## src/logic/acr_pkg.sv

```systemverilog
/*
  Constants, field layout and carrier types of the converter configuration and
  result register block. Assumes one 200 MHz system clock and a 4-wire serial host.
*/
// Operation
// - Bit 12, reset one: zero gives straight binary, one gives offset binary.
// - Bits 11:10 reference buffers: none, negative, positive, both; reset zero.
// - Bits 9:8 input buffers, same coding, reset to both enabled.
// - Bits 5:4 reference: external, reserved, internal 2.5 V, analog supply.
// - Bits 3:0 enable the high-voltage channel and three low-voltage pairs.
// - All channel enables zero behaves as channel 0 enabled.
// - Result register is read-only, 24 bits by default, resets to zero.
// - Reading the result drives ready status bit and ready pin high.
// - Same result can be read repeatedly until a new one arrives.
// - A new conversion is not stored while the result is being read.
// - Append-status option adds the status byte, making a 32-bit read.
// - Short word option rounds results to 16 bits and shortens the read.
// - Append-status is interface register bit 6, read-write, reset zero.
// - Short word is interface bit 0; first new result afterwards is 16-bit.
package acr_pkg;

  // ==========================================================================
  // Register addresses and reset values
  localparam logic [5:0] ACR_ADDR_IFACE = 6'h02;
  localparam logic [5:0] ACR_ADDR_CFG = 6'h03;
  localparam logic [5:0] ACR_ADDR_RESULT = 6'h04;
  localparam logic [15:0] ACR_CFG_RESET = 16'h1340;
  localparam logic [15:0] ACR_CFG_WR_MASK = 16'h1f7f;
  localparam logic [23:0] ACR_RESULT_RESET = 24'h000000;

  // ==========================================================================
  // Field positions
  localparam int ACR_CODING_BIT = 12;
  localparam int ACR_REFBUF_LSB = 10;
  localparam int ACR_INBUF_LSB = 8;
  localparam int ACR_REFSEL_LSB = 4;
  localparam int ACR_CHAN_LSB = 0;
  localparam int ACR_APPEND_BIT = 6;
  localparam int ACR_SHORT_BIT = 0;
  localparam int ACR_CMD_READ_BIT = 6;
  localparam int ACR_CMD_WEN_BIT = 7;

  // ==========================================================================
  // Encodings and lengths
  localparam logic [1:0] ACR_REF_EXTERNAL = 2'h0;
  localparam logic [1:0] ACR_REF_INTERNAL = 2'h2;
  localparam logic [1:0] ACR_REF_SUPPLY = 2'h3;
  localparam logic [3:0] ACR_CHAN_DEFAULT = 4'h1;
  localparam logic [23:0] ACR_OFFSET_FLIP = 24'h800000;
  localparam logic [5:0] ACR_CMD_LEN = 6'h08;
  localparam logic [5:0] ACR_REG_LEN = 6'h10;
  localparam logic [5:0] ACR_RESULT_LEN = 6'h18;
  localparam logic [5:0] ACR_SHORT_LEN = 6'h10;
  localparam logic [5:0] ACR_STATUS_LEN = 6'h08;

  // ==========================================================================
  // Decoded converter controls
  typedef struct packed {
    logic output_coding_select;
    logic ref_buf_pos_en;
    logic ref_buf_neg_en;
    logic in_buf_pos_en;
    logic in_buf_neg_en;
    logic ref_external;
    logic ref_internal;
    logic ref_analog_supply_5v;
    logic [3:0] chan_en;
  } acr_ctrl_type;

  // Protocol states, one-hot
  typedef enum logic [3:0] {
    ACR_ST_IDLE = 4'b0001,
    ACR_ST_CMD = 4'b0010,
    ACR_ST_WR = 4'b0100,
    ACR_ST_RD = 4'b1000
  } acr_state_type;

endpackage

```

## src/logic/acr_serial_port.sv

```systemverilog
/*
  Pin synchroniser of the 4-wire serial port: brings clock, select and data into
  the system clock domain and marks rising serial clock edges.
  Assumes the serial clock is well below a quarter of the system clock.
*/
`timescale 1ns/1ps
module acr_serial_port (
  input wire logic sys_clk,
  input wire logic rst_n,
  input wire logic sclk,
  input wire logic cs_n,
  input wire logic din,
  output logic sclk_rise,
  output logic bit_in,
  output logic active
);
  import acr_pkg::*;

  logic [2:0] sync1_q, sync1_d;
  logic [2:0] sync2_q, sync2_d;
  logic sclk_last_q, sclk_last_d;

  // ==========================================================================
  // Two flops per pin; the first stage feeds only the second
  always_comb begin
    sync1_d = {sclk, cs_n, din};
    sync2_d = sync1_q;
    sclk_last_d = sync2_q[2];
  end

  // Flops reset to the idle pin levels, so no false clock edge follows reset

  always_ff @(posedge sys_clk or negedge rst_n) begin
    if (!rst_n) begin
      sync1_q <= 3'h6;
      sync2_q <= 3'h6;
      sclk_last_q <= 1'b1;
    end else begin
      sync1_q <= sync1_d;
      sync2_q <= sync2_d;
      sclk_last_q <= sclk_last_d;
    end
  end

  // Edge seen only while selected, so idle clock toggles are harmless
  assign sclk_rise = sync2_q[2] & ~sclk_last_q & ~sync2_q[1];
  assign bit_in = sync2_q[0];
  assign active = ~sync2_q[1];

endmodule

```

## src/logic/acr_config_result_regs.sv

```systemverilog
/*
  Configuration and conversion result registers behind the 4-wire serial port.
  Assumes conversions arrive as one-cycle pulses of two's complement words on
  the system clock, and the low seven status bits come from the status register outside.
*/
`timescale 1ns/1ps
module acr_config_result_regs (
  input wire logic sys_clk,
  input wire logic rst_n,
  input wire logic sclk,
  input wire logic cs_n,
  input wire logic din,
  output logic dout_rdy,
  output logic dout_oe,
  input wire logic conv_valid,
  input wire logic [23:0] conv_data,
  input wire logic [6:0] status_low,
  output acr_pkg::acr_ctrl_type ctrl,
  output logic append_status,
  output logic short_word_select,
  output logic ready_n
);
  import acr_pkg::*;

  logic sclk_rise, bit_in, active;
  acr_state_type state_q, state_d;
  logic [5:0] cnt_q, cnt_d;
  logic [7:0] cmd_q, cmd_d;
  logic [15:0] wdata_q, wdata_d;
  logic [31:0] shreg_q, shreg_d;
  logic [5:0] rd_len_q, rd_len_d;
  logic result_busy_q, result_busy_d;
  logic [15:0] cfg_q, cfg_d;
  logic append_q, append_d;
  logic short_q, short_d;
  logic [23:0] result_q, result_d;
  logic ready_n_q, ready_n_d;
  logic dout_q, dout_d;
  acr_ctrl_type ctrl_q, ctrl_d;
  logic [7:0] cmd_next;
  logic [15:0] wdata_next;
  logic [5:0] addr;
  logic store_en;
  logic read_start;
  logic [23:0] coded;
  logic [16:0] rounded;

  acr_serial_port u_port (
    .sys_clk(sys_clk),
    .rst_n(rst_n),
    .sclk(sclk),
    .cs_n(cs_n),
    .din(din),
    .sclk_rise(sclk_rise),
    .bit_in(bit_in),
    .active(active)
  );

  assign cmd_next = {cmd_q[6:0], bit_in};
  assign wdata_next = {wdata_q[14:0], bit_in};
  assign addr = cmd_next[5:0];

  // ==========================================================================
  // Conversion coding, rounding and store
  always_comb begin
    if (cfg_q[ACR_CODING_BIT]) begin
      coded = conv_data ^ ACR_OFFSET_FLIP;
    end else if (conv_data[23]) begin
      coded = 24'h000000; // Negative input clips to zero in straight binary
    end else begin
      coded = {conv_data[22:0], 1'b0};
    end
    // Round half up, saturating at full scale
    rounded = {1'b0, coded[23:8]} + {16'h0000, coded[7]};
    if (rounded[16]) begin
      rounded = 17'h0ffff;
    end
  end

  // Rounding is taken at store time, but the read length follows short_q at read start
  // A read that starts in the store cycle wins, so the word sent is the one kept
  assign read_start = (state_q == ACR_ST_CMD) & sclk_rise & (cnt_q == ACR_CMD_LEN - 6'h01) &
    ~cmd_next[ACR_CMD_WEN_BIT] & cmd_next[ACR_CMD_READ_BIT] & (addr == ACR_ADDR_RESULT);
  assign store_en = conv_valid & ~result_busy_q & ~read_start;

  always_comb begin
    result_d = result_q; // Held for repeated reads
    if (store_en && short_q) begin
      result_d = {rounded[15:0], 8'h00};
    end else if (store_en) begin
      result_d = coded;
    end
  end

  // ==========================================================================
  // Serial protocol: command byte, then 16 write bits or the read word
  always_comb begin
    state_d = state_q;
    cnt_d = cnt_q;
    cmd_d = cmd_q;
    wdata_d = wdata_q;
    shreg_d = shreg_q;
    rd_len_d = rd_len_q;
    result_busy_d = result_busy_q;
    cfg_d = cfg_q;
    append_d = append_q;
    short_d = short_q;
    ready_n_d = ready_n_q;
    // A new result marks ready; a read start in the same cycle blocks the store
    if (store_en) begin
      ready_n_d = 1'b0;
    end
    case (state_q)
      ACR_ST_IDLE: begin
        cnt_d = 6'h00;
        if (active) begin
          state_d = ACR_ST_CMD;
        end
      end
      ACR_ST_CMD: begin
        if (sclk_rise) begin
          cmd_d = cmd_next;
          cnt_d = cnt_q + 6'h01;
          if (cnt_q == ACR_CMD_LEN - 6'h01) begin
            cnt_d = 6'h00;
            if (cmd_next[ACR_CMD_WEN_BIT]) begin
              state_d = ACR_ST_CMD; // Disabled command byte is ignored
            end else if (!cmd_next[ACR_CMD_READ_BIT]) begin
              state_d = ACR_ST_WR;
            end else begin
              state_d = ACR_ST_RD;
              rd_len_d = ACR_REG_LEN;
              shreg_d = 32'h00000000;
              if (addr == ACR_ADDR_IFACE) begin
                shreg_d[31:16] = {9'h000, append_q, 5'h00, short_q};
              end else if (addr == ACR_ADDR_CFG) begin
                shreg_d[31:16] = cfg_q;
              end else if (addr == ACR_ADDR_RESULT) begin
                result_busy_d = 1'b1;
                ready_n_d = 1'b1;
                rd_len_d = short_q ? ACR_SHORT_LEN : ACR_RESULT_LEN;
                if (append_q) begin
                  rd_len_d = rd_len_d + ACR_STATUS_LEN;
                end
                if (short_q) begin
                  shreg_d = {result_q[23:8], ready_n_q, status_low, 8'h00};
                end else begin
                  shreg_d = {result_q, ready_n_q, status_low};
                end
              end
            end
          end
        end
      end
      ACR_ST_WR: begin
        if (sclk_rise) begin
          wdata_d = wdata_next;
          cnt_d = cnt_q + 6'h01;
          if (cnt_q == ACR_REG_LEN - 6'h01) begin
            cnt_d = 6'h00;
            state_d = ACR_ST_CMD;
            // Result register is read-only; unmapped writes are dropped
            if (cmd_q[5:0] == ACR_ADDR_CFG) begin
              cfg_d = wdata_next & ACR_CFG_WR_MASK; // Reserved bits stay zero
            end else if (cmd_q[5:0] == ACR_ADDR_IFACE) begin
              append_d = wdata_next[ACR_APPEND_BIT];
              short_d = wdata_next[ACR_SHORT_BIT];
            end
          end
        end
      end
      ACR_ST_RD: begin
        if (sclk_rise) begin
          shreg_d = {shreg_q[30:0], 1'b0};
          cnt_d = cnt_q + 6'h01;
          if (cnt_q == rd_len_q - 6'h01) begin
            cnt_d = 6'h00;
            state_d = ACR_ST_CMD;
            result_busy_d = 1'b0;
          end
        end
      end
      default: begin
        state_d = ACR_ST_IDLE;
      end
    endcase
    // Deselect aborts any transfer and frees the result register
    if (!active) begin
      state_d = ACR_ST_IDLE;
      result_busy_d = 1'b0;
    end
  end

  // ==========================================================================
  // Decoded controls, registered so every output comes from a flop
  always_comb begin
    ctrl_d.output_coding_select = cfg_q[ACR_CODING_BIT];
    ctrl_d.ref_buf_pos_en = cfg_q[ACR_REFBUF_LSB + 1];
    ctrl_d.ref_buf_neg_en = cfg_q[ACR_REFBUF_LSB];
    ctrl_d.in_buf_pos_en = cfg_q[ACR_INBUF_LSB + 1];
    ctrl_d.in_buf_neg_en = cfg_q[ACR_INBUF_LSB];
    // Reserved source code selects nothing
    ctrl_d.ref_external = cfg_q[ACR_REFSEL_LSB +: 2] == ACR_REF_EXTERNAL;
    ctrl_d.ref_internal = cfg_q[ACR_REFSEL_LSB +: 2] == ACR_REF_INTERNAL;
    ctrl_d.ref_analog_supply_5v = cfg_q[ACR_REFSEL_LSB +: 2] == ACR_REF_SUPPLY;
    ctrl_d.chan_en = cfg_q[ACR_CHAN_LSB +: 4];
    if (cfg_q[ACR_CHAN_LSB +: 4] == 4'h0) begin
      ctrl_d.chan_en = ACR_CHAN_DEFAULT;
    end
    // Pin shows ready outside the read data bits and the read word during them
    dout_d = (state_q == ACR_ST_RD) ? shreg_q[31] : ready_n_q;
  end

  always_ff @(posedge sys_clk or negedge rst_n) begin
    if (!rst_n) begin
      state_q <= ACR_ST_IDLE;
      cnt_q <= 6'h00;
      cmd_q <= 8'h00;
      wdata_q <= 16'h0000;
      shreg_q <= 32'h00000000;
      rd_len_q <= ACR_REG_LEN;
      result_busy_q <= 1'b0;
      cfg_q <= ACR_CFG_RESET;
      append_q <= 1'b0;
      short_q <= 1'b0;
      result_q <= ACR_RESULT_RESET;
      ready_n_q <= 1'b1;
      dout_q <= 1'b1;
      ctrl_q <= '0;
    end else begin
      state_q <= state_d;
      cnt_q <= cnt_d;
      cmd_q <= cmd_d;
      wdata_q <= wdata_d;
      shreg_q <= shreg_d;
      rd_len_q <= rd_len_d;
      result_busy_q <= result_busy_d;
      cfg_q <= cfg_d;
      append_q <= append_d;
      short_q <= short_d;
      result_q <= result_d;
      ready_n_q <= ready_n_d;
      dout_q <= dout_d;
      ctrl_q <= ctrl_d;
    end
  end

  assign ctrl = ctrl_q;
  assign append_status = append_q;
  assign short_word_select = short_q;
  assign ready_n = ready_n_q;
  assign dout_rdy = dout_q;
  assign dout_oe = active;

  // ==========================================================================
  // Checks
  a_chan_default: assert property (@(posedge sys_clk) disable iff (!rst_n)
    (cfg_q[3:0] == 4'h0) |=> (ctrl.chan_en == 4'h1)) else $error("empty channel set not defaulted");
  a_chan_follow: assert property (@(posedge sys_clk) disable iff (!rst_n)
    (cfg_q[3:0] != 4'h0) ##1 $stable(cfg_q) |-> (ctrl.chan_en == cfg_q[3:0])) else $error("channel enables wrong");
  a_read_marks_rdy: assert property (@(posedge sys_clk) disable iff (!rst_n)
    $rose(result_busy_q) |-> ready_n_q) else $error("result read left ready low");
  a_pin_shows_rdy: assert property (@(posedge sys_clk) disable iff (!rst_n)
    (state_q != ACR_ST_RD) |=> (dout_rdy == $past(ready_n_q))) else $error("ready pin differs from ready bit");
  a_store_held_off: assert property (@(posedge sys_clk) disable iff (!rst_n)
    (result_busy_q && conv_valid) |=> $stable(result_q)) else $error("result changed during read");
  a_result_repeat: assert property (@(posedge sys_clk) disable iff (!rst_n)
    !conv_valid |=> $stable(result_q)) else $error("result changed without conversion");
  a_new_result_rdy: assert property (@(posedge sys_clk) disable iff (!rst_n)
    store_en |=> !ready_n_q) else $error("new result not flagged ready");
  a_short_round: assert property (@(posedge sys_clk) disable iff (!rst_n)
    (store_en && short_q) |=> (result_q[7:0] == 8'h00)) else $error("short result not rounded");
  a_bipolar_zero: assert property (@(posedge sys_clk) disable iff (!rst_n)
    (store_en && !short_q && cfg_q[12] && conv_data == 24'h000000) |=> (result_q == 24'h800000))
    else $error("offset binary coding wrong");
  a_append_len: assert property (@(posedge sys_clk) disable iff (!rst_n)
    $rose(result_busy_q) && $past(append_q) && !$past(short_q) |-> (rd_len_q == 6'h20)) else $error("append read not 32 bits");
  a_ref_source: assert property (@(posedge sys_clk) disable iff (!rst_n)
    $stable(cfg_q) && (cfg_q[5:4] == 2'h2) |-> ctrl.ref_internal && !ctrl.ref_external) else $error("reference select wrong");

endmodule

```

## config.mk

```make
export PLATFORM = sky130hd
export DESIGN_NAME = acr_config_result_regs
export DESIGN_NICKNAME = d
export VERILOG_FILES = /design/src/logic/acr_pkg.sv /design/src/logic/acr_serial_port.sv /design/src/logic/acr_config_result_regs.sv
export SDC_FILE = /design/constraint.sdc
export NUM_CORES = 1
export LEC_CHECK = 0
export ABC_AREA = 1
export BUFFER_PORTS_ARGS = -buffer_cell sky130_fd_sc_hd__buf_2
export CAP_MARGIN = 20
export CORE_MARGIN = 2
export CORE_UTILIZATION = 25
export CTS_BUF_LIST = sky130_fd_sc_hd__clkbuf_8 sky130_fd_sc_hd__clkbuf_16
export DETAILED_ROUTE_END_ITERATION = 8
export GPL_TIMING_DRIVEN = 0
export PLACE_DENSITY_LB_ADDON = 0.1
export SKIP_LAST_GASP = 1
export SYNTH_ARGS = -nofsm -noshare
export SYNTH_HDL_FRONTEND = slang
export SYNTH_SLANG_ARGS = --single-unit
```

## constraint.sdc

```tcl
create_clock -name sys_clk -period 5.6 [get_ports sys_clk]
set_input_delay 0.28 -clock sys_clk [delete_from_list [all_inputs] [get_ports sys_clk]]
set_output_delay 0.28 -clock sys_clk [all_outputs]
set_load 0.005 [all_outputs]
```

Yosys cells after proc, flatten, opt, wreduce, memory -nomap -nowiden
Index checks and enable logic that the tools add are counted.
Widths: inputs -> output; s select.
{"block": "op_classes", "addsub": 4, "mul": 0, "div": 0, "order_cmp": 0, "n_eq_ne": 31, "shift": 0, "mux": 61, "n_bitwise": 16, "reduce_logical": 16}
{"operator": "$mux 32", "n": 6}
{"operator": "$mux 16", "n": 6}
{"operator": "$mux 24", "n": 4}
{"operator": "$pmux 32 s2", "n": 1}
{"operator": "$mux 6", "n": 10}
{"operator": "$mux 4", "n": 11}
{"operator": "$ne 3x2->1 const B", "n": 9}
{"operator": "$eq 6x2->1 const B", "n": 4}
{"operator": "$pmux 6 s4", "n": 1}
{"operator": "$mux 1", "n": 20}
{"operator": "$add 16x1->17", "n": 1}
{"operator": "$pmux 4 s4", "n": 1}
{"operator": "$eq 6x3->1 const B", "n": 2}
{"operator": "$reduce_and 6->1", "n": 2}
{"operator": "$ne 2x2->1 const B", "n": 5}
{"operator": "$reduce_and 10->1", "n": 1}
{"operator": "$reduce_and 5->1", "n": 2}
{"operator": "$and 1x1->1", "n": 9}
{"operator": "$reduce_and 4->1", "n": 2}
{"operator": "$not 1->1", "n": 7}
{"operator": "$add 5x4->6 const B", "n": 1}
{"operator": "$add 6x1->6 const B", "n": 1}
{"operator": "$eq 6x4->1 const B", "n": 1}
{"operator": "$eq 6x6->1", "n": 1}
{"operator": "16 further kinds", "n": 20}
{"block": "totals", "ff_bits": 127, "latch_bits": 0, "mem_bits_rw": 0, "rom_bits": 0, "in_bits": 37, "out_inout_bits": 17, "word_cells": 153, "n_memories": 0}

Longest topological paths before layout
{"block": "depth", "ltp_word": 19, "ltp_mapped": 16, "mapped_depth_nobuf": 15}

By module
Synthesis repeated with hierarchy kept, for this count alone.
{"block": "hier_totals", "hier_cells": 781, "hier_area_um2": 6271.0}
{"mod": "acr_config_result_regs", "n_inst": 1, "cells_each": 770, "area_per_inst_um2": 6072.1}
{"mod": "acr_serial_port", "n_inst": 1, "cells_each": 11, "area_per_inst_um2": 198.9}

Least setup slack after synthesis
No wires, ideal clock.
{"block": "synth_timing", "path_type": "register to register", "from": "register cfg_q[12]", "to": "register result_q[15]", "t_arrival_ps": 2180, "t_required_ps": 5535, "path_slack_ps": 3355, "stages_incl_launch_ff": 16, "n_path_buf": 1, "period_less_slack_ps": 2245, "path_cell_list": "dfstp_2 -> buf_2 -> inv_1 -> o22ai_1 -> ha_1 -> ha_1 -> nand3_4 -> inv_1 -> nand2_1 -> nor2_4 -> inv_2 -> nand3_1 -> nand2_1 -> nand2_1 -> nand2_1 -> nand2_1"}
{"block": "synth_via", "elab_chain_cells": 4, "elab_cells_between_ends": 5}
{"item": "start, declared", "line": "acr_config_result_regs.sv:33", "source": "logic [15:0] cfg_q, cfg_d;"}
{"item": "start signal, assigned", "line": "acr_config_result_regs.sv:238", "source": "cfg_q <= cfg_d;"}
{"item": "$mux 24 (*)", "line": "acr_config_result_regs.sv:66", "source": "if (cfg_q[ACR_CODING_BIT]) begin"}
{"item": "$add 16x1->17", "line": "acr_config_result_regs.sv:74", "source": "rounded = {1'b0, coded[23:8]} + {16'h0000, coded[7]};"}
{"item": "$mux 16", "line": "acr_config_result_regs.sv:75", "source": "if (rounded[16]) begin"}
{"item": "$mux 24 (*)", "line": "acr_config_result_regs.sv:88", "source": "if (store_en && short_q) begin"}
{"item": "end signal, assigned", "line": "acr_config_result_regs.sv:241", "source": "result_q <= result_d;"}
{"item": "end, declared", "line": "acr_config_result_regs.sv:36", "source": "logic [23:0] result_q, result_d;"}
Every way passes the cells marked *; elsewhere a longest branch is shown, timed or not. The select of a mux whose other input is x is not followed.
A chain may end at the register's enable or synchronous reset.

Worst setup path after layout
Same ends and word-level chain as after synthesis.

==> impl_metrics.tcl <==
set metrics [dict create \
    die_width_um 163 \
    grt.overflow.total 0 \
    max_freq_mhz 343 \
    netlist.top_cell.by_area "sky130_fd_sc_hd__dfrtp_1" \
    synth_ff_type "sky130_fd_sc_hd__dfrtp_1" \
    synthesis_to_finish_area_growth_pct 21.6 \
    synth_seq_cells 124 \
    post_synthesis_mean_instance_area_um2 8.03 \
    synth_cell_types 40 \
    dr_total_vias 5417 \
    clk_latency_ns 0.42 \
    worst_slew_margin_rel_pct 59.6 \
    wirelength_um 18000 \
    dieArea_mm2 0.0265 \
    firstDrtPassIters 4 \
    cts.htree.levels 4 \
    drtIter0Drc 244 \
    synth_sequential_area_ratio_pct 49.4 \
    finalNonFillerCells 1206 \
    internal-power_mw 1.86 \
    postRouteAntennaNets 0 \
    antenna-diode-count 0 \
    fin_worst_skew_ns 0.00737 \
    hold_crit_depth 3 \
    global_route_wire_length_before_repair_um 29700 \
    min_to "shreg_q[2]" \
    cts_tree "done" \
    hold_start "status_low[2]" \
    critPathMostFrequentCell "sky130_fd_sc_hd__nand2_1" \
    rows 58 \
    synth.yosys.warnings 0 \
    synthMostInstantiatedCell "sky130_fd_sc_hd__nand2_1" \
    ff2ff_path_depth 15 \
    groute.usage.overall_pct 14.5 \
    worstReg2RegStart "cfg_q[12]" \
    layout-drive-gt1-share_pct 18.3 \
    filler_cell_count 2767 \
    clkTransAtPathRegs_ns 0.06 \
    synth-edff-count 0 \
    cts_resized 0 \
    cts.path.max_buffers 2 \
    dp.final_hpwl_um 13300 \
    logic_pwr_share_pct 12.9 \
    synth_largest_type_area_fraction_pct 44.0 \
    core_region_area_mm2 0.0250 \
    worstSetupPathType "reg2reg" \
    grt_pass1_vias 5414 \
    inserted_clock_buffers 17 \
    post-place-ws_ns 2.64 \
    yosys-top-cells-area "sky130_fd_sc_hd__dfrtp_1 44%, sky130_fd_sc_hd__nand2_1 11%, sky130_fd_sc_hd__dfstp_2 5.4%" \
    place.detailed.instances 1170 \
    drcViolationCount 0 \
    vias_per_cell 4.49 \
    run_status "completed" \
    cpMaxStageDelayCell "sky130_fd_sc_hd__dfstp_2" \
    power.share.sequential_pct 42.7 \
    cts_num_sinks 124 \
    reg_to_reg_critical_path_endpoint "result_q[15]" \
    grt_antenna_before_repair 0 \
    gp_congestion 0.779 \
    syn_area_mm2 0.00631 \
    p_clk_share_pct 44.4 \
    setup_viol_count_final 0 \
    min_period_over_period_pct 52.1 \
    timing.max_cap.violations 0 \
    grt_start_max_net_pins 67 \
    power_density_mw_per_mm2 335 \
    final.setup.tns_ns 0 \
    critical_path.max_fanout 10 \
    timing.critical_path.cells "buf_2 -> inv_1 -> o22ai_1 -> ha_1 -> ha_1 -> nand3_4 -> inv_1 -> nand2_1 -> nor2_4 -> inv_2 -> nand3_1 -> nand2_1 -> nand2_1 -> nand2_1 -> nand2_1" \
    critical-path-max-stage-delay_ns 0.62 \
    numPortBuffers 53 \
    num_io_pins 54 \
    timing.critical_path.required_ns 5.96 \
    hold_path_class "in2reg" \
    rsz0062_at_grt "false" \
    final_worst_path_setup_slack_ns 2.68 \
    chipHeight_um 163 \
    worst-endpoint-arrival_ns 3.28 \
    maxSlewViolCount 0 \
    avgRoutedWirePerCell_um 15.0 \
    vdd_drop_max_uv 143 \
    post-route-min-period_ns 2.92 \
    syn_inst 786 \
    timing.critical_path.to_type "flop" \
    asyncSetResetFlopFracSynth_pct 100 \
    initial_core_util_pct 25.3 \
    worst-slew-pin-transition_ns 0.606 \
    post_synth_most_frequent_cells "191 x sky130_fd_sc_hd__nand2_1, 111 x sky130_fd_sc_hd__dfrtp_1, 73 x sky130_fd_sc_hd__nor2_1" \
    finalCoreUtilization_pct 30.7 \
    startpoint_type "flop" \
    finalHoldViolations 0 \
    clock-root-buffer "sky130_fd_sc_hd__clkbuf_16" \
    nets 905 \
    reg2reg_slack_ns 2.68 \
    sw_frac_of_total_pct 27.8 \
    total_switching_power_mw 0.716 \
    p_leak_nw 3.54 \
    synth_fp_nets 828 \
    total_power_mw 2.57 \
]
-- routing by layer --
metal  part of all wire (%)  GRT usage, %  routed length (um)
met1                     52          20.8                9300
met2                     45          22.1                8090
met3                    2.4          2.85                 430
met4                    1.2          4.34                 216
met5                      0             0                   0
-- critical path, delay by kind of cell, from the launching register on --
family / cells / cell delay [ns]
compound gates: 1 / 0.31
fa+ha+maj: 2 / 0.56
buf+inv: 4 / 0.67
flops: 1 / 0.62
simple gates: 8 / 0.69
-- power by group through the flow --
stage | combinational [mW] | clock, mW | sequential, mW
final | 0.331 | 1.14 | 1.10
after global routing | 0.385 | 1.21 | 1.11
after CTS | 0.338 | 1.17 | 1.10
after detailed placement | 0.335 | 0 | 1.11
after global placement | 0.332 | 0 | 1.11
after floorplan | 0.235 | 0 | 1.09
-- final cells by class --
cell class                 count  area (um2)  share of cell area (%)
tap                          330         413                    5.38
inverter                      76         285                    3.72
clock buffer                  18         439                    5.72
buffer                        34         163                    2.12
timing repair buffer          58         339                    4.42
clock inverter                14         170                    2.22
sequential                   124        3120                    40.6
multi-input combinational    552        2750                    35.8
-- cells by family (layout without fill, tap and decap cells) --
| family | Yosys count | count (layout) | share of synthesized area [%] |
|---|---|---|---|
| AOI/OAI and AO/OA | 173 | 173 | 15.2 |
| and+or+nand+nor | 366 | 366 | 26.2 |
| xor gates and xnor gates | 8 | 8 | 1.11 |
| adders and majority gates | 5 | 5 | 0.991 |
| DFF | 124 | 124 | 49.4 |
| buffers and inverters | 110 | 200 | 7.09 |
-- flip-flops by register name, indices dropped and copies added, names as in the netlist, 3 cells and up --
name            count
result_q           24
cnt_q               6
cfg_q              12
state_q             4
rd_len_q            3
u_port.sync1_q      3
cmd_q               7
wdata_q            12
u_port.sync2_q      3
shreg_q            32
ctrl               12
-- how the worst max path moves through the flow --
stage                    from            to  slack (ns)  cells past startpoint
finish              cfg_q[12]  result_q[15]        2.68                     15
CTS                 cfg_q[12]  result_q[15]        2.58                     15
floorplan           cfg_q[12]  result_q[15]        3.36                     15
detailed placement  cfg_q[12]  result_q[15]        2.64                     15
global route        cfg_q[12]  result_q[17]        2.38                     13
global placement        rst_n   result_q[3]        2.30                      1
-- timing repair --
item | CTS | global route
buffers inserted | 0 | 0
hold endpoints to repair | 54 | 0
hold buffers | 4 | 0
setup endpoints to repair | 0 | 0
-- placed cells by master (no fill, tap or decap), types with 5 or more instances in the layout --
master	n
sky130_fd_sc_hd__nor2_4	5
sky130_fd_sc_hd__nor2_2	11
sky130_fd_sc_hd__ha_1	5
sky130_fd_sc_hd__nand2_2	15
sky130_fd_sc_hd__clkbuf_16	17
sky130_fd_sc_hd__dfstp_2	13
sky130_fd_sc_hd__clkbuf_1	18
sky130_fd_sc_hd__nand3_1	48
sky130_fd_sc_hd__nand4_1	9
sky130_fd_sc_hd__nor2_1	73
sky130_fd_sc_hd__nand2_1	191
sky130_fd_sc_hd__a31oi_1	7
sky130_fd_sc_hd__clkinv_4	5
sky130_fd_sc_hd__o22ai_1	8
sky130_fd_sc_hd__xor2_1	6
sky130_fd_sc_hd__buf_2	65
sky130_fd_sc_hd__o211ai_1	10
sky130_fd_sc_hd__a22oi_1	6
sky130_fd_sc_hd__o21ai_1	16
sky130_fd_sc_hd__a21oi_1	55
sky130_fd_sc_hd__dfrtp_1	111
sky130_fd_sc_hd__nand3_2	5
sky130_fd_sc_hd__inv_1	72
sky130_fd_sc_hd__o21ai_0	60
-- stage by stage --
step / instance area, um2 / hold WS (ns)
after floorplan: 6310 / -0.0156
after global placement: 6990 / 0.338
after detailed placement: 7030 / 0.311
after CTS: 7680 / 0.127
after global routing: 7680 / 0.147
final: 7680 / 0.148
(Power assumes the default switching activity.)
